File: src/common/nand_ecc_consts.svh
`ifndef NAND_ECC_CONSTS_SVH
`define NAND_ECC_CONSTS_SVH

// register indices on the register port
`define IDX_CHECK_MEMORY_CONFIG   3'h0
`define IDX_CHECK_START_OPCODES   3'h1
`define IDX_CHECK_COLUMN_OPCODES  3'h2
`define IDX_CHECK_OP_ADDRESS_LOW  3'h3
`define IDX_CHECK_OP_ADDRESS_HIGH 3'h4
`define IDX_CHECK_ENGINE_STATE    3'h5

// configuration fields
`define CFG_W              8
`define CFG_SKIP_EIGHT_BIT 7
`define CFG_JUMP_LSB       5
`define CFG_READ_END_BIT   4
`define CFG_MODE_LSB       2
`define CFG_PAGE_LSB       0
`define CFG_RESET          8'h01

// opcode register fields
`define CMD_W              25
`define CMD_WR_LSB         0
`define CMD_RD_LSB         8
`define CMD_END_LSB        16
`define CMD_END_VALID_BIT  24
`define START_CMD_RESET    25'h130_0080
`define COLUMN_CMD_RESET   25'h1E0_0585

// engine state fields
`define STATE_BUSY_BIT     6
`define ADDR_HIGH_W        24

// page structure
`define BLOCK_BYTES        512

`endif

File: src/common/nand_ecc_pkg.sv
package nand_ecc_pkg;

    typedef enum logic [1:0] {
        MODE_BYPASS,
        MODE_CALC_ONLY,
        MODE_CALC_STORE,
        MODE_RESERVED
    } check_mode_t;

    typedef enum logic [1:0] {
        JUMP_NONE,
        JUMP_COLUMN_CHANGE,
        JUMP_FULL_COMMAND,
        JUMP_RESERVED
    } jump_mode_t;

    typedef enum logic [1:0] {
        TRK_IDLE,
        TRK_READ_PENDING,
        TRK_COLUMN_PENDING
    } track_state_t;

endpackage

File: src/core/check_op_tracker.sv
`timescale 1ns/1ns
`include "nand_ecc_consts.svh"

module check_op_tracker #(
    parameter int ADDR_W = 56
) (
    input  wire logic              ref_clk_i,
    input  wire logic              rst_n_i,
    input  wire logic              enable_i,
    input  wire logic              suppress_bit_eight_i,
    input  wire logic [`CMD_W-1:0] start_cmds_i,
    input  wire logic [`CMD_W-1:0] column_cmds_i,
    input  wire logic              cmd_valid_i,
    input  wire logic [7:0]        cmd_opcode_i,
    input  wire logic              addr_valid_i,
    input  wire logic [ADDR_W-1:0] addr_i,
    output logic                   start_write_o,
    output logic                   start_read_o,
    output logic                   reposition_o,
    output logic                   op_read_o,
    output logic [ADDR_W-1:0]      op_addr_o
);

    nand_ecc_pkg::track_state_t state_reg;
    nand_ecc_pkg::track_state_t state_next;
    logic              collect_reg;
    logic              collect_next;
    logic              start_write_next;
    logic              start_read_next;
    logic              reposition_next;
    logic              op_read_next;
    logic [ADDR_W-1:0] op_addr_next;
    logic [ADDR_W-1:0] addr_masked;
    logic              hit_wr;
    logic              hit_rd;
    logic              hit_end;
    logic              hit_col_wr;
    logic              hit_col_rd;
    logic              hit_col_end;

    ////////////////////////////////////////////////////////////////////////
    // opcode matching
    assign hit_wr  = cmd_opcode_i == start_cmds_i[`CMD_WR_LSB +: 8];
    assign hit_rd  = cmd_opcode_i == start_cmds_i[`CMD_RD_LSB +: 8];
    assign hit_end = cmd_opcode_i == start_cmds_i[`CMD_END_LSB +: 8];
    assign hit_col_wr  = cmd_opcode_i == column_cmds_i[`CMD_WR_LSB +: 8];
    assign hit_col_rd  = cmd_opcode_i == column_cmds_i[`CMD_RD_LSB +: 8];
    assign hit_col_end = cmd_opcode_i == column_cmds_i[`CMD_END_LSB +: 8];

    // bit eight masked
    always_comb
    begin
        addr_masked = addr_i;
        if (suppress_bit_eight_i)
            addr_masked[8] = 1'b0;
    end

    always_comb
    begin
        state_next       = state_reg;
        collect_next     = collect_reg;
        start_write_next = 1'b0;
        start_read_next  = 1'b0;
        reposition_next  = 1'b0;
        op_read_next     = op_read_o;
        op_addr_next     = op_addr_o;
        // address follows the start opcode
        if (addr_valid_i && collect_reg)
            op_addr_next = addr_masked;
        if (cmd_valid_i && enable_i)
        begin
            state_next   = nand_ecc_pkg::TRK_IDLE;
            collect_next = 1'b0;
            unique case (state_reg)
                nand_ecc_pkg::TRK_READ_PENDING:
                begin
                    // trailing opcode completes read
                    if (hit_end)
                        start_read_next = 1'b1;
                end
                nand_ecc_pkg::TRK_COLUMN_PENDING:
                begin
                    if (hit_col_end)
                        reposition_next = 1'b1;
                end
                nand_ecc_pkg::TRK_IDLE:
                begin
                end
            endcase
            // program opcode opens a write
            if (hit_wr)
            begin
                start_write_next = 1'b1;
                op_read_next     = 1'b0;
                collect_next     = 1'b1;
            end
            // read opcode opens a read
            else if (hit_rd)
            begin
                op_read_next = 1'b1;
                collect_next = 1'b1;
                if (start_cmds_i[`CMD_END_VALID_BIT])
                    state_next = nand_ecc_pkg::TRK_READ_PENDING;
                else
                    start_read_next = 1'b1;
            end
            // column-change opcodes
            else if (hit_col_wr)
                reposition_next = 1'b1;
            else if (hit_col_rd)
            begin
                if (column_cmds_i[`CMD_END_VALID_BIT])
                    state_next = nand_ecc_pkg::TRK_COLUMN_PENDING;
                else
                    reposition_next = 1'b1;
            end
        end
    end

    always_ff @(posedge ref_clk_i)
    begin
        if (!rst_n_i)
        begin
            state_reg     <= nand_ecc_pkg::TRK_IDLE;
            collect_reg   <= 1'b0;
            start_write_o <= 1'b0;
            start_read_o  <= 1'b0;
            reposition_o  <= 1'b0;
            op_read_o     <= 1'b0;
            op_addr_o     <= '0;
        end
        else
        begin
            state_reg     <= state_next;
            collect_reg   <= collect_next;
            start_write_o <= start_write_next;
            start_read_o  <= start_read_next;
            reposition_o  <= reposition_next;
            op_read_o     <= op_read_next;
            op_addr_o     <= op_addr_next;
        end
    end

endmodule // check_op_tracker

File: src/core/nand_ecc_config_control.sv
`timescale 1ns/1ns
`include "nand_ecc_consts.svh"

// Behaviour
// bit 7 set suppresses address bit eight
// jump zero: check values at page end
// jump one column change, two full command
// read-end clear: per-block read, 512 boundary
// read-end set: all values at page end
// mode zero bypasses, three reserved
// mode one computes, never transfers
// mode two transfers, compares on read
// page field gives one, two, four blocks
// page zero only with extra block
// no config writes while busy
// start recognised on programmed opcode match
// program opcode bits 7:0, reset 0x80
// read opcode bits 15:8, reset 0x00
// trailing read opcode 0x30, enable bit 24
// column-change opcodes in second register
// column register resets for open standard
// low address word read-only
// high address bits 23:0, top reads zero
// reserved opcode bits written zero
// busy status bit 6
// start address held until next start
module nand_ecc_config_control #(
    parameter int ADDR_W = 56
) (
    input  wire logic              ref_clk_i,
    input  wire logic              rst_n_i,
    input  wire logic [2:0]        reg_index_i,
    input  wire logic              reg_write_i,
    input  wire logic              reg_read_i,
    input  wire logic [31:0]       reg_wdata_i,
    output logic      [31:0]       reg_rdata_o,
    output logic                   reg_rvalid_o,
    input  wire logic              cmd_valid_i,
    input  wire logic [7:0]        cmd_opcode_i,
    input  wire logic              addr_valid_i,
    input  wire logic [ADDR_W-1:0] addr_i,
    input  wire logic              op_done_i,
    output logic                   busy_o,
    output logic                   calc_enable_o,
    output logic                   mem_transfer_o,
    output logic                   compare_on_read_o,
    output logic                   col_jump_o,
    output logic                   full_jump_o,
    output logic                   page_end_only_o,
    output logic                   read_per_block_o,
    output logic                   addr_bit_eight_en_o,
    output logic      [2:0]        page_blocks_o,
    output logic                   start_write_o,
    output logic                   start_read_o,
    output logic                   reposition_o,
    output logic                   op_read_o,
    output logic [ADDR_W-1:0]      op_addr_o
);

    logic [`CFG_W-1:0] cfg_reg;
    logic [`CFG_W-1:0] cfg_next;
    logic [`CMD_W-1:0] start_cmd_reg;
    logic [`CMD_W-1:0] start_cmd_next;
    logic [`CMD_W-1:0] col_cmd_reg;
    logic [`CMD_W-1:0] col_cmd_next;
    logic [31:0]       rdata_next;
    logic              busy_next;
    logic              calc_next;
    logic              transfer_next;
    logic              compare_next;
    logic              col_jump_next;
    logic              full_jump_next;
    logic              page_end_next;
    logic              per_block_next;
    logic [2:0]        blocks_next;
    logic              engine_on;
    logic              trk_start_wr;
    logic              trk_start_rd;
    logic              trk_repos;
    logic              any_start;
    nand_ecc_pkg::check_mode_t mode;
    nand_ecc_pkg::jump_mode_t  jump;

    assign mode = nand_ecc_pkg::check_mode_t'(cfg_reg[`CFG_MODE_LSB +: 2]);
    assign jump = nand_ecc_pkg::jump_mode_t'(cfg_reg[`CFG_JUMP_LSB +: 2]);

    ////////////////////////////////////////////////////////////////////////
    // bypass and reserved mode disable matching
    assign engine_on = (mode == nand_ecc_pkg::MODE_CALC_ONLY)
                    || (mode == nand_ecc_pkg::MODE_CALC_STORE);

    check_op_tracker #(
        .ADDR_W (ADDR_W)
    ) u_tracker (
        .ref_clk_i     (ref_clk_i),
        .rst_n_i       (rst_n_i),
        .enable_i      (engine_on),
        .suppress_bit_eight_i (cfg_reg[`CFG_SKIP_EIGHT_BIT]),
        .start_cmds_i  (start_cmd_reg),
        .column_cmds_i (col_cmd_reg),
        .cmd_valid_i   (cmd_valid_i),
        .cmd_opcode_i  (cmd_opcode_i),
        .addr_valid_i  (addr_valid_i),
        .addr_i        (addr_i),
        .start_write_o (trk_start_wr),
        .start_read_o  (trk_start_rd),
        .reposition_o  (trk_repos),
        .op_read_o     (op_read_o),
        .op_addr_o     (op_addr_o)
    );

    assign start_write_o = trk_start_wr;
    assign start_read_o  = trk_start_rd;
    assign any_start     = trk_start_wr || trk_start_rd;

    ////////////////////////////////////////////////////////////////////////
    // register port
    always_comb
    begin
        cfg_next       = cfg_reg;
        start_cmd_next = start_cmd_reg;
        col_cmd_next   = col_cmd_reg;
        if (reg_write_i)
        begin
            unique case (reg_index_i)
                // config writes while busy are dropped, config stays coherent
                `IDX_CHECK_MEMORY_CONFIG:
                    if (!busy_o)
                        cfg_next = reg_wdata_i[`CFG_W-1:0];
                // reserved bits not stored
                `IDX_CHECK_START_OPCODES:
                    start_cmd_next = reg_wdata_i[`CMD_W-1:0];
                `IDX_CHECK_COLUMN_OPCODES:
                    col_cmd_next = reg_wdata_i[`CMD_W-1:0];
                default:
                begin
                end
            endcase
        end
    end

    always_comb
    begin
        rdata_next = 32'h0000_0000;
        unique case (reg_index_i)
            `IDX_CHECK_MEMORY_CONFIG:
                rdata_next[`CFG_W-1:0] = cfg_reg;
            `IDX_CHECK_START_OPCODES:
                rdata_next[`CMD_W-1:0] = start_cmd_reg;
            `IDX_CHECK_COLUMN_OPCODES:
                rdata_next[`CMD_W-1:0] = col_cmd_reg;
            // low address word
            `IDX_CHECK_OP_ADDRESS_LOW:
                rdata_next = op_addr_o[31:0];
            // high address, top byte zero
            `IDX_CHECK_OP_ADDRESS_HIGH:
                rdata_next[`ADDR_HIGH_W-1:0] = op_addr_o[ADDR_W-1:32];
            // busy status bit
            `IDX_CHECK_ENGINE_STATE:
                rdata_next[`STATE_BUSY_BIT] = busy_o;
            default:
                rdata_next = 32'h0000_0000;
        endcase
        if (!reg_read_i)
            rdata_next = reg_rdata_o;
    end

    always_ff @(posedge ref_clk_i)
    begin
        if (!rst_n_i)
        begin
            cfg_reg       <= `CFG_RESET;
            // write opcode reset, R14: read opcode reset
            start_cmd_reg <= `START_CMD_RESET;
            // column opcodes reset
            col_cmd_reg   <= `COLUMN_CMD_RESET;
            reg_rdata_o   <= 32'h0000_0000;
            reg_rvalid_o  <= 1'b0;
        end
        else
        begin
            cfg_reg       <= cfg_next;
            start_cmd_reg <= start_cmd_next;
            col_cmd_reg   <= col_cmd_next;
            reg_rdata_o   <= rdata_next;
            reg_rvalid_o  <= reg_read_i;
        end
    end

    ////////////////////////////////////////////////////////////////////////
    // engine state and decoded controls
    always_comb
    begin
        // busy from start to done, start wins a tie
        busy_next = busy_o;
        if (op_done_i)
            busy_next = 1'b0;
        if (any_start)
            busy_next = 1'b1;
        // compute without memory transfer
        calc_next     = engine_on;
        // transfer and compare only in mode two
        transfer_next = mode == nand_ecc_pkg::MODE_CALC_STORE;
        compare_next  = transfer_next && op_read_o;
        // no jumping, values at page end
        page_end_next  = jump == nand_ecc_pkg::JUMP_NONE;
        // column change versus full command
        col_jump_next  = jump == nand_ecc_pkg::JUMP_COLUMN_CHANGE;
        full_jump_next = jump == nand_ecc_pkg::JUMP_FULL_COMMAND;
        // per-block read, R5: all at page end
        per_block_next = !cfg_reg[`CFG_READ_END_BIT];
        // page blocks; R10 encoding zero gives none
        unique case (cfg_reg[`CFG_PAGE_LSB +: 2])
            2'h1:    blocks_next = 3'h1;
            2'h2:    blocks_next = 3'h2;
            2'h3:    blocks_next = 3'h4;
            default: blocks_next = 3'h0;
        endcase
    end

    always_ff @(posedge ref_clk_i)
    begin
        if (!rst_n_i)
        begin
            busy_o              <= 1'b0;
            calc_enable_o       <= 1'b0;
            mem_transfer_o      <= 1'b0;
            compare_on_read_o   <= 1'b0;
            col_jump_o          <= 1'b0;
            full_jump_o         <= 1'b0;
            page_end_only_o     <= 1'b1;
            read_per_block_o    <= 1'b1;
            addr_bit_eight_en_o <= 1'b1;
            page_blocks_o       <= 3'h1;
            reposition_o        <= 1'b0;
        end
        else
        begin
            busy_o              <= busy_next;
            calc_enable_o       <= calc_next;
            mem_transfer_o      <= transfer_next;
            compare_on_read_o   <= compare_next;
            col_jump_o          <= col_jump_next;
            full_jump_o         <= full_jump_next;
            page_end_only_o     <= page_end_next;
            read_per_block_o    <= per_block_next;
            // drive flag for address bit eight
            addr_bit_eight_en_o <= !cfg_reg[`CFG_SKIP_EIGHT_BIT];
            page_blocks_o       <= blocks_next;
            // column repositioning only in jump mode one
            reposition_o        <= trk_repos && col_jump_next;
        end
    end
endmodule // nand_ecc_config_control

File: config.mk
export PLATFORM = sky130hd
export DESIGN_NAME = nand_ecc_config_control
export DESIGN_NICKNAME = d
export VERILOG_FILES = /design/src/common/nand_ecc_pkg.sv /design/src/core/check_op_tracker.sv /design/src/core/nand_ecc_config_control.sv
export VERILOG_INCLUDE_DIRS = /design/src /design/src/common
export SDC_FILE = /design/constraint.sdc
export NUM_CORES = 1
export LEC_CHECK = 0
export BUFFER_PORTS_ARGS = -buffer_cell sky130_fd_sc_hd__buf_2
export CAP_MARGIN = 20
export CORE_MARGIN = 5
export CORE_UTILIZATION = 55
export CTS_BUF_LIST = sky130_fd_sc_hd__clkbuf_4
export DETAILED_ROUTE_END_ITERATION = 8
export GPL_ROUTABILITY_DRIVEN = 0
export PLACE_DENSITY = 0.81
export REMOVE_ABC_BUFFERS = 1
export SYNTH_ARGS = -nofsm -noshare
export SYNTH_HDL_FRONTEND = slang
export SYNTH_HIERARCHICAL = 1
export SYNTH_SLANG_ARGS = --single-unit
File: constraint.sdc
create_clock -name ref_clk_i -period 4.4 [get_ports ref_clk_i]
set_input_delay 0.44 -clock ref_clk_i [delete_from_list [all_inputs] [get_ports ref_clk_i]]
set_output_delay 0.44 -clock ref_clk_i [all_outputs]
set_load 0.03 [all_outputs]
== Word level (Yosys, flattened, before mapping) ==
Index checks and enable logic that the tools add are counted.
Word-level totals
  flip-flop bits (word level): 167
  latch bits: 0
  RAM bits: 0
  bits in read-only memories: 0
  input port bits: 106
  output and inout port bits: 105
  logic and storage cells: 94
  memories kept: 0
Operators by class
  add/sub/neg operators: 0
  multiply operators: 0
  div/mod/pow operators: 0
  $lt $le $gt $ge: 0
  eq/ne operators: 20
  shift-type cells: 0
  mux-type cells: 33
  bitwise logic cells: 1
  reductions and logical operators: 17
Operators by type and width (count)
  $pmux W16 S4: 1
  $eq A8 B8 Y1: 6
  $pmux W6 S5: 1
  $mux W1: 21
  $eq A2 B2 Y1 const B: 5
  $mux W2: 5
  $pmux W3 S3: 1
  $eq A2 B1 Y1 const B: 4
  $reduce_and A2 Y1: 4
  $mux W7: 1
  $eq A3 B2 Y1 const B: 2
  $eq A3 B3 Y1 const B: 2
  $pmux W1 S6: 1
  $pmux W1 S5: 1
  $logic_and A1 B1 Y1: 4
  $reduce_bool A2 Y1: 2
  $eq A3 B1 Y1 const B: 1
  $logic_not A3 Y1: 1
  $pmux W1 S3: 1
  $reduce_and A3 Y1: 1
  $logic_not A1 Y1: 2
  $logic_not A2 Y1: 1
  $logic_or A1 B1 Y1: 2
  $not A1 Y1: 1

== Longest topological paths before layout ==
Gate-level depths: netlist of the first run.
  depth in word-level cells: 8
  depth in mapped cells: 7
  mapped depth without buffers: 7

== By module ==
Netlist of the first run, hierarchy kept.
By module, submodules not included
  nand_ecc_config_control: instances 1, cells an instance 563, area an instance 4834.6 um^2, sequential area each 2082.0 um^2
  check_op_tracker: instances 1, cells an instance 349, area an instance 2897.8 um^2, sequential area each 1261.2 um^2

== Least setup slack after synthesis of the first run ==
No wires, ideal clock.
  path kind: in2reg
  from: in cmd_opcode_i[4]
  to: reg u_tracker.start_read_o
  setup time: 0.070 ns
  arrival time: 1.629 ns
  data required time: 4.330 ns
  slack: 2.700 ns
  stages: 6
  buffers on the path: 1
  cell sequence: buf_2 xor2_1 nor4_1 nand4_1 or4_1 a21oi_1
On the way
  word-level cells in the longest chain between the ends: 6
  elaborated cells between the ends (all ways): 8
  those cells by class: eq/ne (3); mux (5)
Ends and longest elaborated chain
  start: declaration: line nand_ecc_config_control.sv:39  | input wire logic [7:0] cmd_opcode_i,
  $eq A8 B8 Y1: line check_op_tracker.sv:45  | assign hit_end = cmd_opcode_i == start_cmds_i[`CMD_END_LSB +: 8];
  $mux W1: line check_op_tracker.sv:78  | if (hit_end)
  $mux W1: line check_op_tracker.sv:74  | unique case (state_reg)
  $mux W1: line check_op_tracker.sv:102  | if (start_cmds_i[`CMD_END_VALID_BIT])
  $mux W1: line check_op_tracker.sv:98  | else if (hit_rd)
  $mux W1 (*): line check_op_tracker.sv:91  | if (hit_wr)
  end signal: assignment: line check_op_tracker.sv:137  | start_read_o <= start_read_next;
  end: declaration: line check_op_tracker.sv:18  | output logic start_read_o,
Mark *: on every way between the ends. The rest lies on a longest branch, timed or not.
A chain may end at the register's enable or synchronous reset.

== Final worst setup path of the first run ==
  from: in reg_index_i[1]
  to: reg col_cmd_reg[17]
On the way
  word-level cells in the longest chain between the ends: 2
Ends and longest elaborated chain
  start: declaration: line nand_ecc_config_control.sv:32  | input wire logic [2:0] reg_index_i,
  $eq A3 B2 Y1: line nand_ecc_config_control.sv:125  | unique case (reg_index_i)
  $reduce_and A2 Y1 (no line)
  end signal: assignment: line nand_ecc_config_control.sv:176  | col_cmd_reg <= `COLUMN_CMD_RESET;
  end signal: assignment: line nand_ecc_config_control.sv:184  | col_cmd_reg <= col_cmd_next;
  end: declaration: line nand_ecc_config_control.sv:64  | logic [`CMD_W-1:0] col_cmd_reg;
No other way between the ends.

==> results by group, run 1 <==
Outcome
  – Status: finished clean

Route
  – Routed wire per std cell: 17.4 um
  – Post-route ant nets: 0
  – Total number of vias: 7,123
  – DR iter-0 viols: 697
  – DR DRC count: 0
  – Vias per cell: 5.68
  – Drt pass-1 iters: 5
  – Final WL: 21.8 mm

Clock network
  – # clock sinks: 167
  – Root buffer cell: clkbuf_4
  – CTS Buf Count: 17
  – CTS HTree Levels: 4
  – CTS clk-pin slew, worst paths: 130 ps
  – Longest Clk Path Bufs: 2
  – CTS tree: yes
  – # hold bufs at CTS: 0
  – Clk_lat worst skew: 570 ps
  – Post-CTS resize count: 0
  – Post-CTS setup buffers: 0

Placement
  – Hpwl dp: 14.5 mm
  – Setup Slack @ Placement: 1840 ps
  – Port Buffers: 203

Final layout
  – Ant diodes: 0
  – Multi-input gate area: 0.00396 mm2
  – Layout cells sized above 1: 25.5%
  – Largest register FFs: 56
  – Biggest register: u_tracker/op_addr_o
  – Top flop regs: u_tracker/op_addr_o (56), reg_rdata_o (32)
  – Final net count: 1,171
  – Sequential Area: 0.00334 mm2
  – Syn-to-layout area delta: 16.6%
  – Commonest cells after routing, fill and taps aside: nand2_1 (222), buf_2 (202), dfxtp_1 (167)
  – FILL cells: 1,243
  – Commonest non-fill, non-tap cell in the layout: nand2_1

Die
  – # IOs: 211
  – Die W: 129 um
  – Starting Density: 55.9%
  – Die Y-Extent: 129 um
  – Core Area: 0.0138 mm2
  – Die ar.: 0.0165 mm2
  – Row cnt: 43

Worst hold path
  – Worst Hold Class: input port to flip-flop

Power
  – Max IR drop VDD: 0.000162 V
  – Clock share of power: 35.4%
  – P_leak: 3.68 nW
  – Logic pwr share: 10.3%
  – Pint: 2.15 mW
  – Net switching power: 0.717 mW
  – Switching part of the total: 25.0%
  – Flop pwr share: 54.3%
  – Power Density: 318 mW/mm2

Setup path
  – WS Path Type: input port to flip-flop
  – R2R depth: 5
  – Critical path endpoint: col_cmd_reg[17]
  – CP peak stage delay: 1070 ps
  – CP max-delay cell: and4bb_1
  – R2R setup slack: 2700 ps
  – CP Cell Sequence: buf_2, and4bb_1, nand2_1, a21oi_1
  – Crit path max fanout: 51
  – Launching point of the worst reg2reg path: start_cmd_reg[0]
  – Worst Setup End Kind: flip-flop
  – WP data required: 4900 ps
  – CP arrival: 2560 ps
  – Crit path launch: reg_index_i[1]
  – Crit Reg-Reg Endpoint: u_tracker/reposition_o
  – Startpoint types: input port

Yosys
  – Dominant cell type by area after synthesis: dfxtp_1
  – Mean Syn Cell Area: 8.48 um2
  – EDFF count, synth: 0
  – Ys async rst share: 0%
  – Sequential area share after synthesis: 43.2%
  – Yosys cell types: 52
  – YS warnings: 6
  – Mapped Cells: 912
  – Ranking of synthesized cells by area: dfxtp_1 (43%), nand2_1 (11%), a21boi_0 (5.4%)
  – Cell Area, Synth: 0.00773 mm2
  – Top_reg_cell synth: dfxtp_1
  – Post-synth top area share: 43.2%
  – Synthesis-stage register bit count: 167

GRT
  – Initial antenna violation count: 4
  – Largest net degree at the start of global routing: 63
  – Total GRT Usage: 25.6%
  – Grt ovf: 0
  – Vias in the first global route: 6,622
  – First-pass GRT wire length: 33.7 mm

Run
  – Max_cap viols: 0

STA
  – Peak Freq: 485 MHz
  – Count of final setup violators: 0
  – PnR worst setup slack: 2340 ps
  – Worst slew pin tran: 1160 ps
  – Minimum clock period: 2060 ps
  – Final Hold Viols: 0
  – Final period utilization: 46.9%
  – Max-slew headroom at the worst pin: 22.3%
  – RSZ-0062 raised after global routing: false
  – Fin Setup TNS: 0 ps
  – Min Hold Slack: 91.5 ps
  – Final Skew: 15.1 ps
  – Fin. max-slew vios: 0
synthesized netlist by cell type, types with 21 or more instances:
library cell	count
a21boi_0	56
and3b_1	23
xnor2_1	23
clkbuf_1	41
buf_2	22
nand2_1	223
nand3b_1	35
a31oi_1	24
a21oi_1	71
xor2_1	21
dfxtp_1	167
nand3_1	34
cell type report:
class | count | area share [%]
Inverter | 10 | 0.416
Clock buffer | 18 | 1.50
Timing Repair Buffer | 212 | 12.5
Clock inverter | 11 | 2.03
Tap cell | 180 | 2.50
Multi-Input combinational cell | 656 | 44.0
Sequential cell | 167 | 37.1
worst min-delay path by stage:
stage | endpoint | start | slack, ps | cells after the start
6_report | col_cmd_reg[10] | reg_wdata_i[10] | 90 | 3
5_1_grt | col_cmd_reg[13] | reg_wdata_i[13] | 50 | 3
4_1_cts | col_cmd_reg[10] | reg_wdata_i[10] | 60 | 3
3_5_place_dp | read_per_block_o | cfg_reg[4] | 390 | 1
3_3_place_gp | read_per_block_o | cfg_reg[4] | 390 | 1
2_1_floorplan | read_per_block_o | cfg_reg[4] | 370 | 1
metrics by stage:
step	total power, mW	util, %	instance area [um2]	instances
after floorplan	1.73	-	7340	833
after global placement	1.87	62.5	8640	1223
after detailed placement	1.88	62.5	8640	1223
after CTS	2.87	64.8	8960	1252
after global routing	2.97	65.2	9010	1254
final	2.86	65.2	9010	1254
power groups by stage:
stage,registers [mW],clock network (mW),logic [mW]
final,1.56,1.01,0.295
after global routing,1.56,1.09,0.319
after CTS,1.56,1.02,0.290
after floorplan,1.61,0,0.119
after global placement,1.59,0,0.284
after detailed placement,1.59,0,0.289
worst max-delay path, delay by kind of cell:
family	cells	cell delay (ps)
buf+inv	1	720
compound gates	1	170
simple gates	2	1200
per-layer routing:
layer	vias up	GRT usage [%]	part of all wire, %
met5	-	0	0.19
met3	45	7.76	9.7
met1	3321	33.0	42
met2	304	41.7	46
li1	3445	-	-
met4	8	7.41	1.9
kinds of logic (layout without fill, tap and decap cells):
kind of cell    count (synthesis)  after routing  synth area share [%]
xor+xnor                       45             45                  5.19
buf+inv                        89            251                  5.55
fa+ha+maj                       1              1                 0.162
mux                            15             15                  2.18
simple gates                  370            370                  23.8
compound gates                225            225                  19.9
flops                         167            167                  43.2
No activity file was read; power rests on OpenSTA's default activity.
==> run 2: changes to the inputs <==
--- a/config.mk
+++ b/config.mk
@@ -9,11 +9,11 @@
 export BUFFER_PORTS_ARGS = -buffer_cell sky130_fd_sc_hd__buf_2
 export CAP_MARGIN = 20
 export CORE_MARGIN = 5
-export CORE_UTILIZATION = 55
+export CORE_UTILIZATION = 54
 export CTS_BUF_LIST = sky130_fd_sc_hd__clkbuf_4
 export DETAILED_ROUTE_END_ITERATION = 8
 export GPL_ROUTABILITY_DRIVEN = 0
-export PLACE_DENSITY = 0.81
+export PLACE_DENSITY = 0.8
 export REMOVE_ABC_BUFFERS = 1
 export SYNTH_ARGS = -nofsm -noshare
 export SYNTH_HDL_FRONTEND = slang
==> constraint.sdc (replaced) <==
create_clock -name ref_clk_i -period 2.05 [get_ports ref_clk_i]
set_input_delay 0.205 -clock ref_clk_i [delete_from_list [all_inputs] [get_ports ref_clk_i]]
set_output_delay 0.205 -clock ref_clk_i [all_outputs]
set_load 0.03 [all_outputs]
==> run 2 against run 1 <==
  * Wire length rose by 9.3%
  * Clock skew increased by 11 ps
  * Combinational power increased to 2.7 times the previous value
  * Largest power group unchanged
==> results by group, run 2 (same netlist as run 1, synthesis figures left out) <==
Outcome
  – Status: finished clean

Route
  – Final WL: 23.9 mm (+9.3%)
  – Routed wire per std cell: 17.6 um (+0.85%)
  – Vias per cell: 5.54 (-2.4%)
  – DR iter-0 viols: 496 (-29%)
  – Total number of vias: 7,534 (+5.8%)
  – DR DRC count: 0 (unchanged)
  – Drt pass-1 iters: 5 (unchanged)
  – Post-route ant nets: 0 (unchanged)

Setup path
  – Startpoint types: input port
  – CP Cell Sequence: dlygate4sd3_1, buf_2, and4bb_1, buf_12, nand2_1, nand3_1, dlygate4sd3_1
  – Most frequent CP cell: dlygate4sd3_1
  – WP data required: 2590 ps (-2310 ps)
  – WS Path Type: input port to flip-flop
  – CP Buf/Inv Count: 4 (+3)
  – CP peak stage delay: 560 ps (-510 ps)
  – Worst Setup End Kind: flip-flop
  – CP max-delay cell: dlygate4sd3_1
  – CP arrival: 2440 ps (-120 ps)
  – Cell family with most CP delay: buffers and inverters
  – Crit path max fanout: 18 (-65%)

STA
  – Fin Setup TNS: 0 ps (unchanged)
  – RSZ-0062 raised after global routing: false
  – Minimum clock period: 1900 ps
  – Peak Freq: 528 MHz
  – PnR worst setup slack: 154 ps (-2180 ps)
  – Count of final setup violators: 0 (unchanged)
  – Final period utilization: 92.5%
  – Max-slew headroom at the worst pin: 27.4% (+5.1 points)
  – Final Skew: 26.0 ps (+10.9 ps)
  – Final Hold Viols: 0 (unchanged)
  – Worst slew pin tran: 1090 ps (-77.5 ps)
  – Fin. max-slew vios: 0 (unchanged)

Clock network
  – CTS Buf Count: 17 (unchanged)
  – Post-CTS resize count: 0 (unchanged)
  – CTS tree: yes
  – CTS HTree Levels: 4 (unchanged)
  – CTS clk-pin slew, worst paths: 160 ps (+30 ps)
  – Root buffer cell: clkbuf_4
  – Longest Clk Path Bufs: 2 (unchanged)
  – Clk_lat worst skew: 600 ps (+30 ps)
  – Post-CTS setup buffers: 0 (unchanged)
  – # hold bufs at CTS: 86 (+86)
  – # clock sinks: 167 (unchanged)

Power
  – Pwr Total: 6.07 mW (+110%)
  – P_leak: 4.08 nW (+11%)
  – Max IR drop VDD: 0.000354 V (+120%)
  – Power Density: 609 mW/mm2 (+92%)

Final layout
  – Layout cells sized above 1: 24.9% (-0.66 points)
  – Ant diodes: 0 (unchanged)
  – Top flop regs: u_tracker/op_addr_o (56), reg_rdata_o (32)
  – Commonest cells after routing, fill and taps aside: nand2_1 (222), buf_2 (202), dfxtp_1 (167)
  – Commonest non-fill, non-tap cell in the layout: nand2_1
  – Largest register FFs: 56 (unchanged)
  – Biggest register: u_tracker/op_addr_o
  – Final net count: 1,273 (+8.7%)
  – Syn-to-layout area delta: 28.9%

GRT
  – Vias in the first global route: 7,460 (+13%)
  – Total GRT Usage: 28.2% (+2.6 points)
  – First-pass GRT wire length: 37.5 mm (+11%)
  – Initial antenna violation count: 1 (-3)
  – Grt ovf: 0 (unchanged)
  – Largest net degree at the start of global routing: 37 (-41%)

Die
  – Die ar.: 0.0168 mm2 (+1.7%)
  – Die W: 130 um (+0.85%)
  – Starting Density: 55.3% (-0.65 points)
  – Core Area: 0.0140 mm2 (+1.2%)
  – # IOs: 211 (unchanged)
  – Row cnt: 43 (unchanged)
  – Die Y-Extent: 130 um (+0.85%)

Placement
  – Hpwl dp: 15.5 mm (+6.6%)
  – Port Buffers: 203 (unchanged)
  – Setup Slack @ Placement: 144 ps (-1700 ps)

Run
  – Max_cap viols: 0 (unchanged)

Worst hold path
  – Worst Hold Class: input port to flip-flop
[run 2: metal layers]
metal / vias to the layer above / track usage, % / part of all wire, %
li1: 3650 / - / -
met1: 3500 / 34.0 / 41
met2: 331 / 49.0 / 48
met3: 51 / 6.64 / 8.5
met4: 2 / 10.1 / 2.3
met5: - / 0 / 0.029
[run 2: path summary, 6_finish.rpt]
check / cells after the start / slack (ps) / startpoint / endpoint
max: 7 / 150 / reg_write_i / col_cmd_reg[21]
min reg2reg: 1 / 420 / cfg_reg[4] / read_per_block_o
max reg2reg: 5 / 340 / start_cmd_reg[0] / u_tracker/reposition_o
min: 2 / 130 / reg_read_i / reg_rdata_o[1]
[run 2: final cells by class]
type                       count  area, um2
fill                        1090       4020
timing repair buffer         314       2120
tap                          180        225
sequential                   167       3340
inverter                      10       37.5
multi-input combinational    656       3960
clock inverter                15        156
clock buffer                  17        128
[run 2: per-stage QoR]
step | utilization (%) | instance area [um2] | hold WS (ps) | cells
after floorplan | - | 7340 | 274 | 833
after global placement | 63.1 | 8830 | 389 | 1241
after CTS | 71.3 | 9970 | 97.7 | 1359
after detailed placement | 63.1 | 8830 | 387 | 1241
final | 71.3 | 9970 | 130 | 1359
after global routing | 71.3 | 9970 | 128 | 1359
[run 2: worst register-to-register path: stages (launching register included)]
cell and delay (ps):
dfxtp_1 390, xor2_1 180, nor4_1 390, nand2_1 230
o21ai_0 210, o32ai_1 170
[run 2: where the power goes]
part	switching (mW)	internal [mW]	total [mW]	leakage (nW)
Sequential	0.0448	3.30	3.34	1.35
Clock	1.21	0.721	1.94	0.132
Combinational	0.424	0.367	0.791	2.60
==> run 3: changes to the inputs <==
--- a/config.mk
+++ b/config.mk
@@ -9,11 +9,11 @@
 export BUFFER_PORTS_ARGS = -buffer_cell sky130_fd_sc_hd__buf_2
 export CAP_MARGIN = 20
 export CORE_MARGIN = 5
-export CORE_UTILIZATION = 54
+export CORE_UTILIZATION = 49
 export CTS_BUF_LIST = sky130_fd_sc_hd__clkbuf_4
 export DETAILED_ROUTE_END_ITERATION = 8
 export GPL_ROUTABILITY_DRIVEN = 0
-export PLACE_DENSITY = 0.8
+export PLACE_DENSITY = 0.76
 export REMOVE_ABC_BUFFERS = 1
 export SYNTH_ARGS = -nofsm -noshare
 export SYNTH_HDL_FRONTEND = slang
==> constraint.sdc (replaced) <==
create_clock -name ref_clk_i -period 1.72 [get_ports ref_clk_i]
set_input_delay 0 -clock ref_clk_i [delete_from_list [all_inputs] [get_ports ref_clk_i]]
set_output_delay 0 -clock ref_clk_i [all_outputs]
set_load 0.03 [all_outputs]
==> run 3 against run 2 <==
  * Via count is 1.2% higher
  * Worst setup slack worse by 55 ps
  * Die area is 9.4% higher
  * Register-to-register slack worse by 240 ps
  * Sequential share of layout area is 1.2 points lower
  * Wire length is 2.7% higher
  * Clock power is 40% higher
  * First-iteration DRC count is 23% higher
  * Clock-buffer cell count is 1 higher
  * Core utilization is 5.1 points lower
  * Non-clock buffer count is 32 higher
  * Critical path type is now flip-flop to flip-flop
==> results by group, run 3 (same netlist as run 1, synthesis figures left out) <==
Outcome
  – Status: finished clean

Clock network
  – Clk_lat worst skew: 580 ps (-20 ps)
  – CTS clk-pin slew, worst paths: 140 ps (-20 ps)
  – Root buffer cell: clkbuf_4
  – Longest Clk Path Bufs: 2 (unchanged)
  – Post-CTS setup buffers: 0 (unchanged)
  – CTS Buf Count: 17 (unchanged)
  – # clock sinks: 167 (unchanged)
  – CTS tree: yes
  – CTS HTree Levels: 4 (unchanged)

Die
  – # IOs: 211 (unchanged)
  – Starting Density: 49.4% (-5.9 points)
  – Core Area: 0.0157 mm2 (+12%)
  – Die W: 136 um (+4.6%)
  – Row cnt: 46 (+7.0%)
  – Die ar.: 0.0184 mm2 (+9.4%)
  – Die Y-Extent: 136 um (+4.6%)

Final layout
  – FILL cells: 1,312 (+20%)
  – Multi-input gate area: 0.00397 mm2 (about the same)
  – Final net count: 1,305 (+2.5%)
  – Biggest register: u_tracker/op_addr_o
  – Largest register FFs: 56 (unchanged)
  – Layout cells sized above 1: 25.0% (+0.11 points)
  – Syn-to-layout area delta: 33.9%
  – Commonest non-fill, non-tap cell in the layout: nand2_1
  – Commonest cells after routing, fill and taps aside: nand2_1 (222), buf_2 (202), dfxtp_1 (167)
  – Sequential Area: 0.00334 mm2 (unchanged)
  – Top flop regs: u_tracker/op_addr_o (56), reg_rdata_o (32)

GRT
  – First-pass GRT wire length: 39.1 mm (+4.3%)
  – Initial antenna violation count: 0 (-1)
  – Grt ovf: 0 (unchanged)
  – Vias in the first global route: 7,635 (+2.3%)
  – Total GRT Usage: 26.7% (-1.5 points)
  – Largest net degree at the start of global routing: 57 (+54%)

Placement
  – Hpwl dp: 16.2 mm (+4.3%)
  – Port Buffers: 203 (unchanged)

Route
  – Vias per cell: 5.34 (-3.7%)
  – Drt pass-1 iters: 5 (unchanged)
  – Total number of vias: 7,621 (+1.2%)
  – Routed wire per std cell: 17.2 um (-2.2%)
  – DR iter-0 viols: 608 (+23%)
  – Final WL: 24.5 mm (+2.7%)
  – Post-route ant nets: 0 (unchanged)
  – DR DRC count: 0 (unchanged)

Setup path
  – Worst Setup End Kind: flip-flop
  – Startpoint types: flip-flop
  – WP data required: 2250 ps (-340 ps)
  – CP arrival: 2150 ps (-290 ps)
  – R2R depth: 5 (unchanged)
  – Crit path max fanout: 3 (-15)
  – Crit Reg-Reg Endpoint: u_tracker/start_read_o
  – WS Path Type: flip-flop to flip-flop
  – Launching point of the worst reg2reg path: start_cmd_reg[18]
  – R2R setup slack: 100 ps (-240 ps)

Worst hold path
  – Hold Path End: reg_rdata_o[22]
  – Min-Delay Path Depth: 3 (+1)
  – Worst Hold Class: input port to flip-flop
  – HP Start: reg_index_i[2]

Power
  – Pint: 5.70 mW (+30%)
  – Flop pwr share: 51.9% (-3.2 points)
  – Pwr Total: 7.68 mW (+27%)
  – P_leak: 4.23 nW (+3.6%)
  – Logic pwr share: 12.9% (about the same)
  – Net switching power: 1.98 mW (+18%)
  – Clock share of power: 35.3% (+3.4 points)
  – Max IR drop VDD: 0.000418 V (+18%)
  – Power Density: 742 mW/mm2 (+22%)
  – Switching part of the total: 25.8% (-1.9 points)

STA
  – Minimum clock period: 1620 ps
  – Fin. max-slew vios: 0 (unchanged)
  – Worst slew pin tran: 820 ps (-267 ps)
  – Final period utilization: 94.2%
  – RSZ-0062 raised after global routing: false
  – Fin Setup TNS: 0 ps (unchanged)
  – Final Skew: 19.3 ps (-6.75 ps)
  – Count of final setup violators: 0 (unchanged)
  – Max-slew headroom at the worst pin: 45.3% (+18 points)
  – Peak Freq: 617 MHz
  – Final Hold Viols: 0 (unchanged)

Run
  – Max_cap viols: 0 (unchanged)
## run 3: cell count changes in the layout (fill, tap and decap cells not counted), moves of 3 or more
cell,delta
buf_4,+11
clkinvlp_4,-3
dlygate4sd3_1,+22
bufinv_16,+3
clkinv_4,-4
## run 3: worst max-delay path by stage
stage          slack (ps)                   from                 endpoint  cells past startpoint
6_report              100      start_cmd_reg[18]   u_tracker/start_read_o                      5
5_1_grt                40      start_cmd_reg[18]   u_tracker/start_read_o                      5
4_1_cts                70  u_tracker/collect_reg  u_tracker/op_addr_o[24]                      4
3_5_place_dp          170      start_cmd_reg[18]   u_tracker/start_read_o                      5
3_3_place_gp          180      start_cmd_reg[21]   u_tracker/start_read_o                      5
2_1_floorplan          50  u_tracker/collect_reg   u_tracker/op_addr_o[8]                      3
## run 3: repair_timing
item / CTS / global route
hold endpoints to repair: 135 / 0
hold buffers: 108 / 0
gates resized for setup: 0 / 1
setup endpoints to repair: 0 / 2
## run 3: stage by stage
stage	setup WS (ps)	hold WS, ps	utilization (%)	std cells	cell area [um2]
after CTS	68.4	1.77	66.1	1426	10400
final	99.7	47.5	66.2	1427	10400
after detailed placement	167	230	57.1	1287	8930
after global routing	38.7	41.4	66.1	1426	10400
after global placement	177	225	57.1	1287	8930
after floorplan	51.0	68.9	-	833	7340
## run 3: critical path: stages, from the launching register on
cell and delay [ps]:
dfxtp_1 370, xor2_2 150, nor4_1 300, nand4_1 130
or4_1 480, a21oi_1 140
## run 3: power by group through the flow
stage / clock [mW] / sequential, mW / combinational [mW]
6_report: 2.71 / 3.98 / 0.988
5_1_grt: 2.93 / 4.00 / 1.06
4_1_cts: 2.75 / 3.98 / 0.972
3_5_place_dp: 0 / 4.07 / 0.789
3_3_place_gp: 0 / 4.07 / 0.779
2_1_floorplan: 0 / 4.11 / 0.306
## run 3: metal layers
metal | GRT usage [%] | share of wire (%) | up-vias
li1 | - | - | 3720
met1 | 33.8 | 42 | 3503
met2 | 44.1 | 47 | 332
met5 | 0 | 0 | -
met4 | 11.1 | 3.2 | 0
met3 | 5.65 | 8.2 | 66
## run 3: final cells by class
| type | count | share of cell area (%) |
|---|---|---|
| Multi-Input combinational cell | 656 | 38.3 |
| Inverter | 10 | 0.362 |
| Clock inverter | 13 | 1.96 |
| Timing Repair Buffer | 346 | 23.2 |
| Tap cell | 216 | 2.61 |
| Sequential cell | 167 | 32.3 |
| Clock buffer | 18 | 1.30 |
| Antenna cell | 1 | 0.0242 |
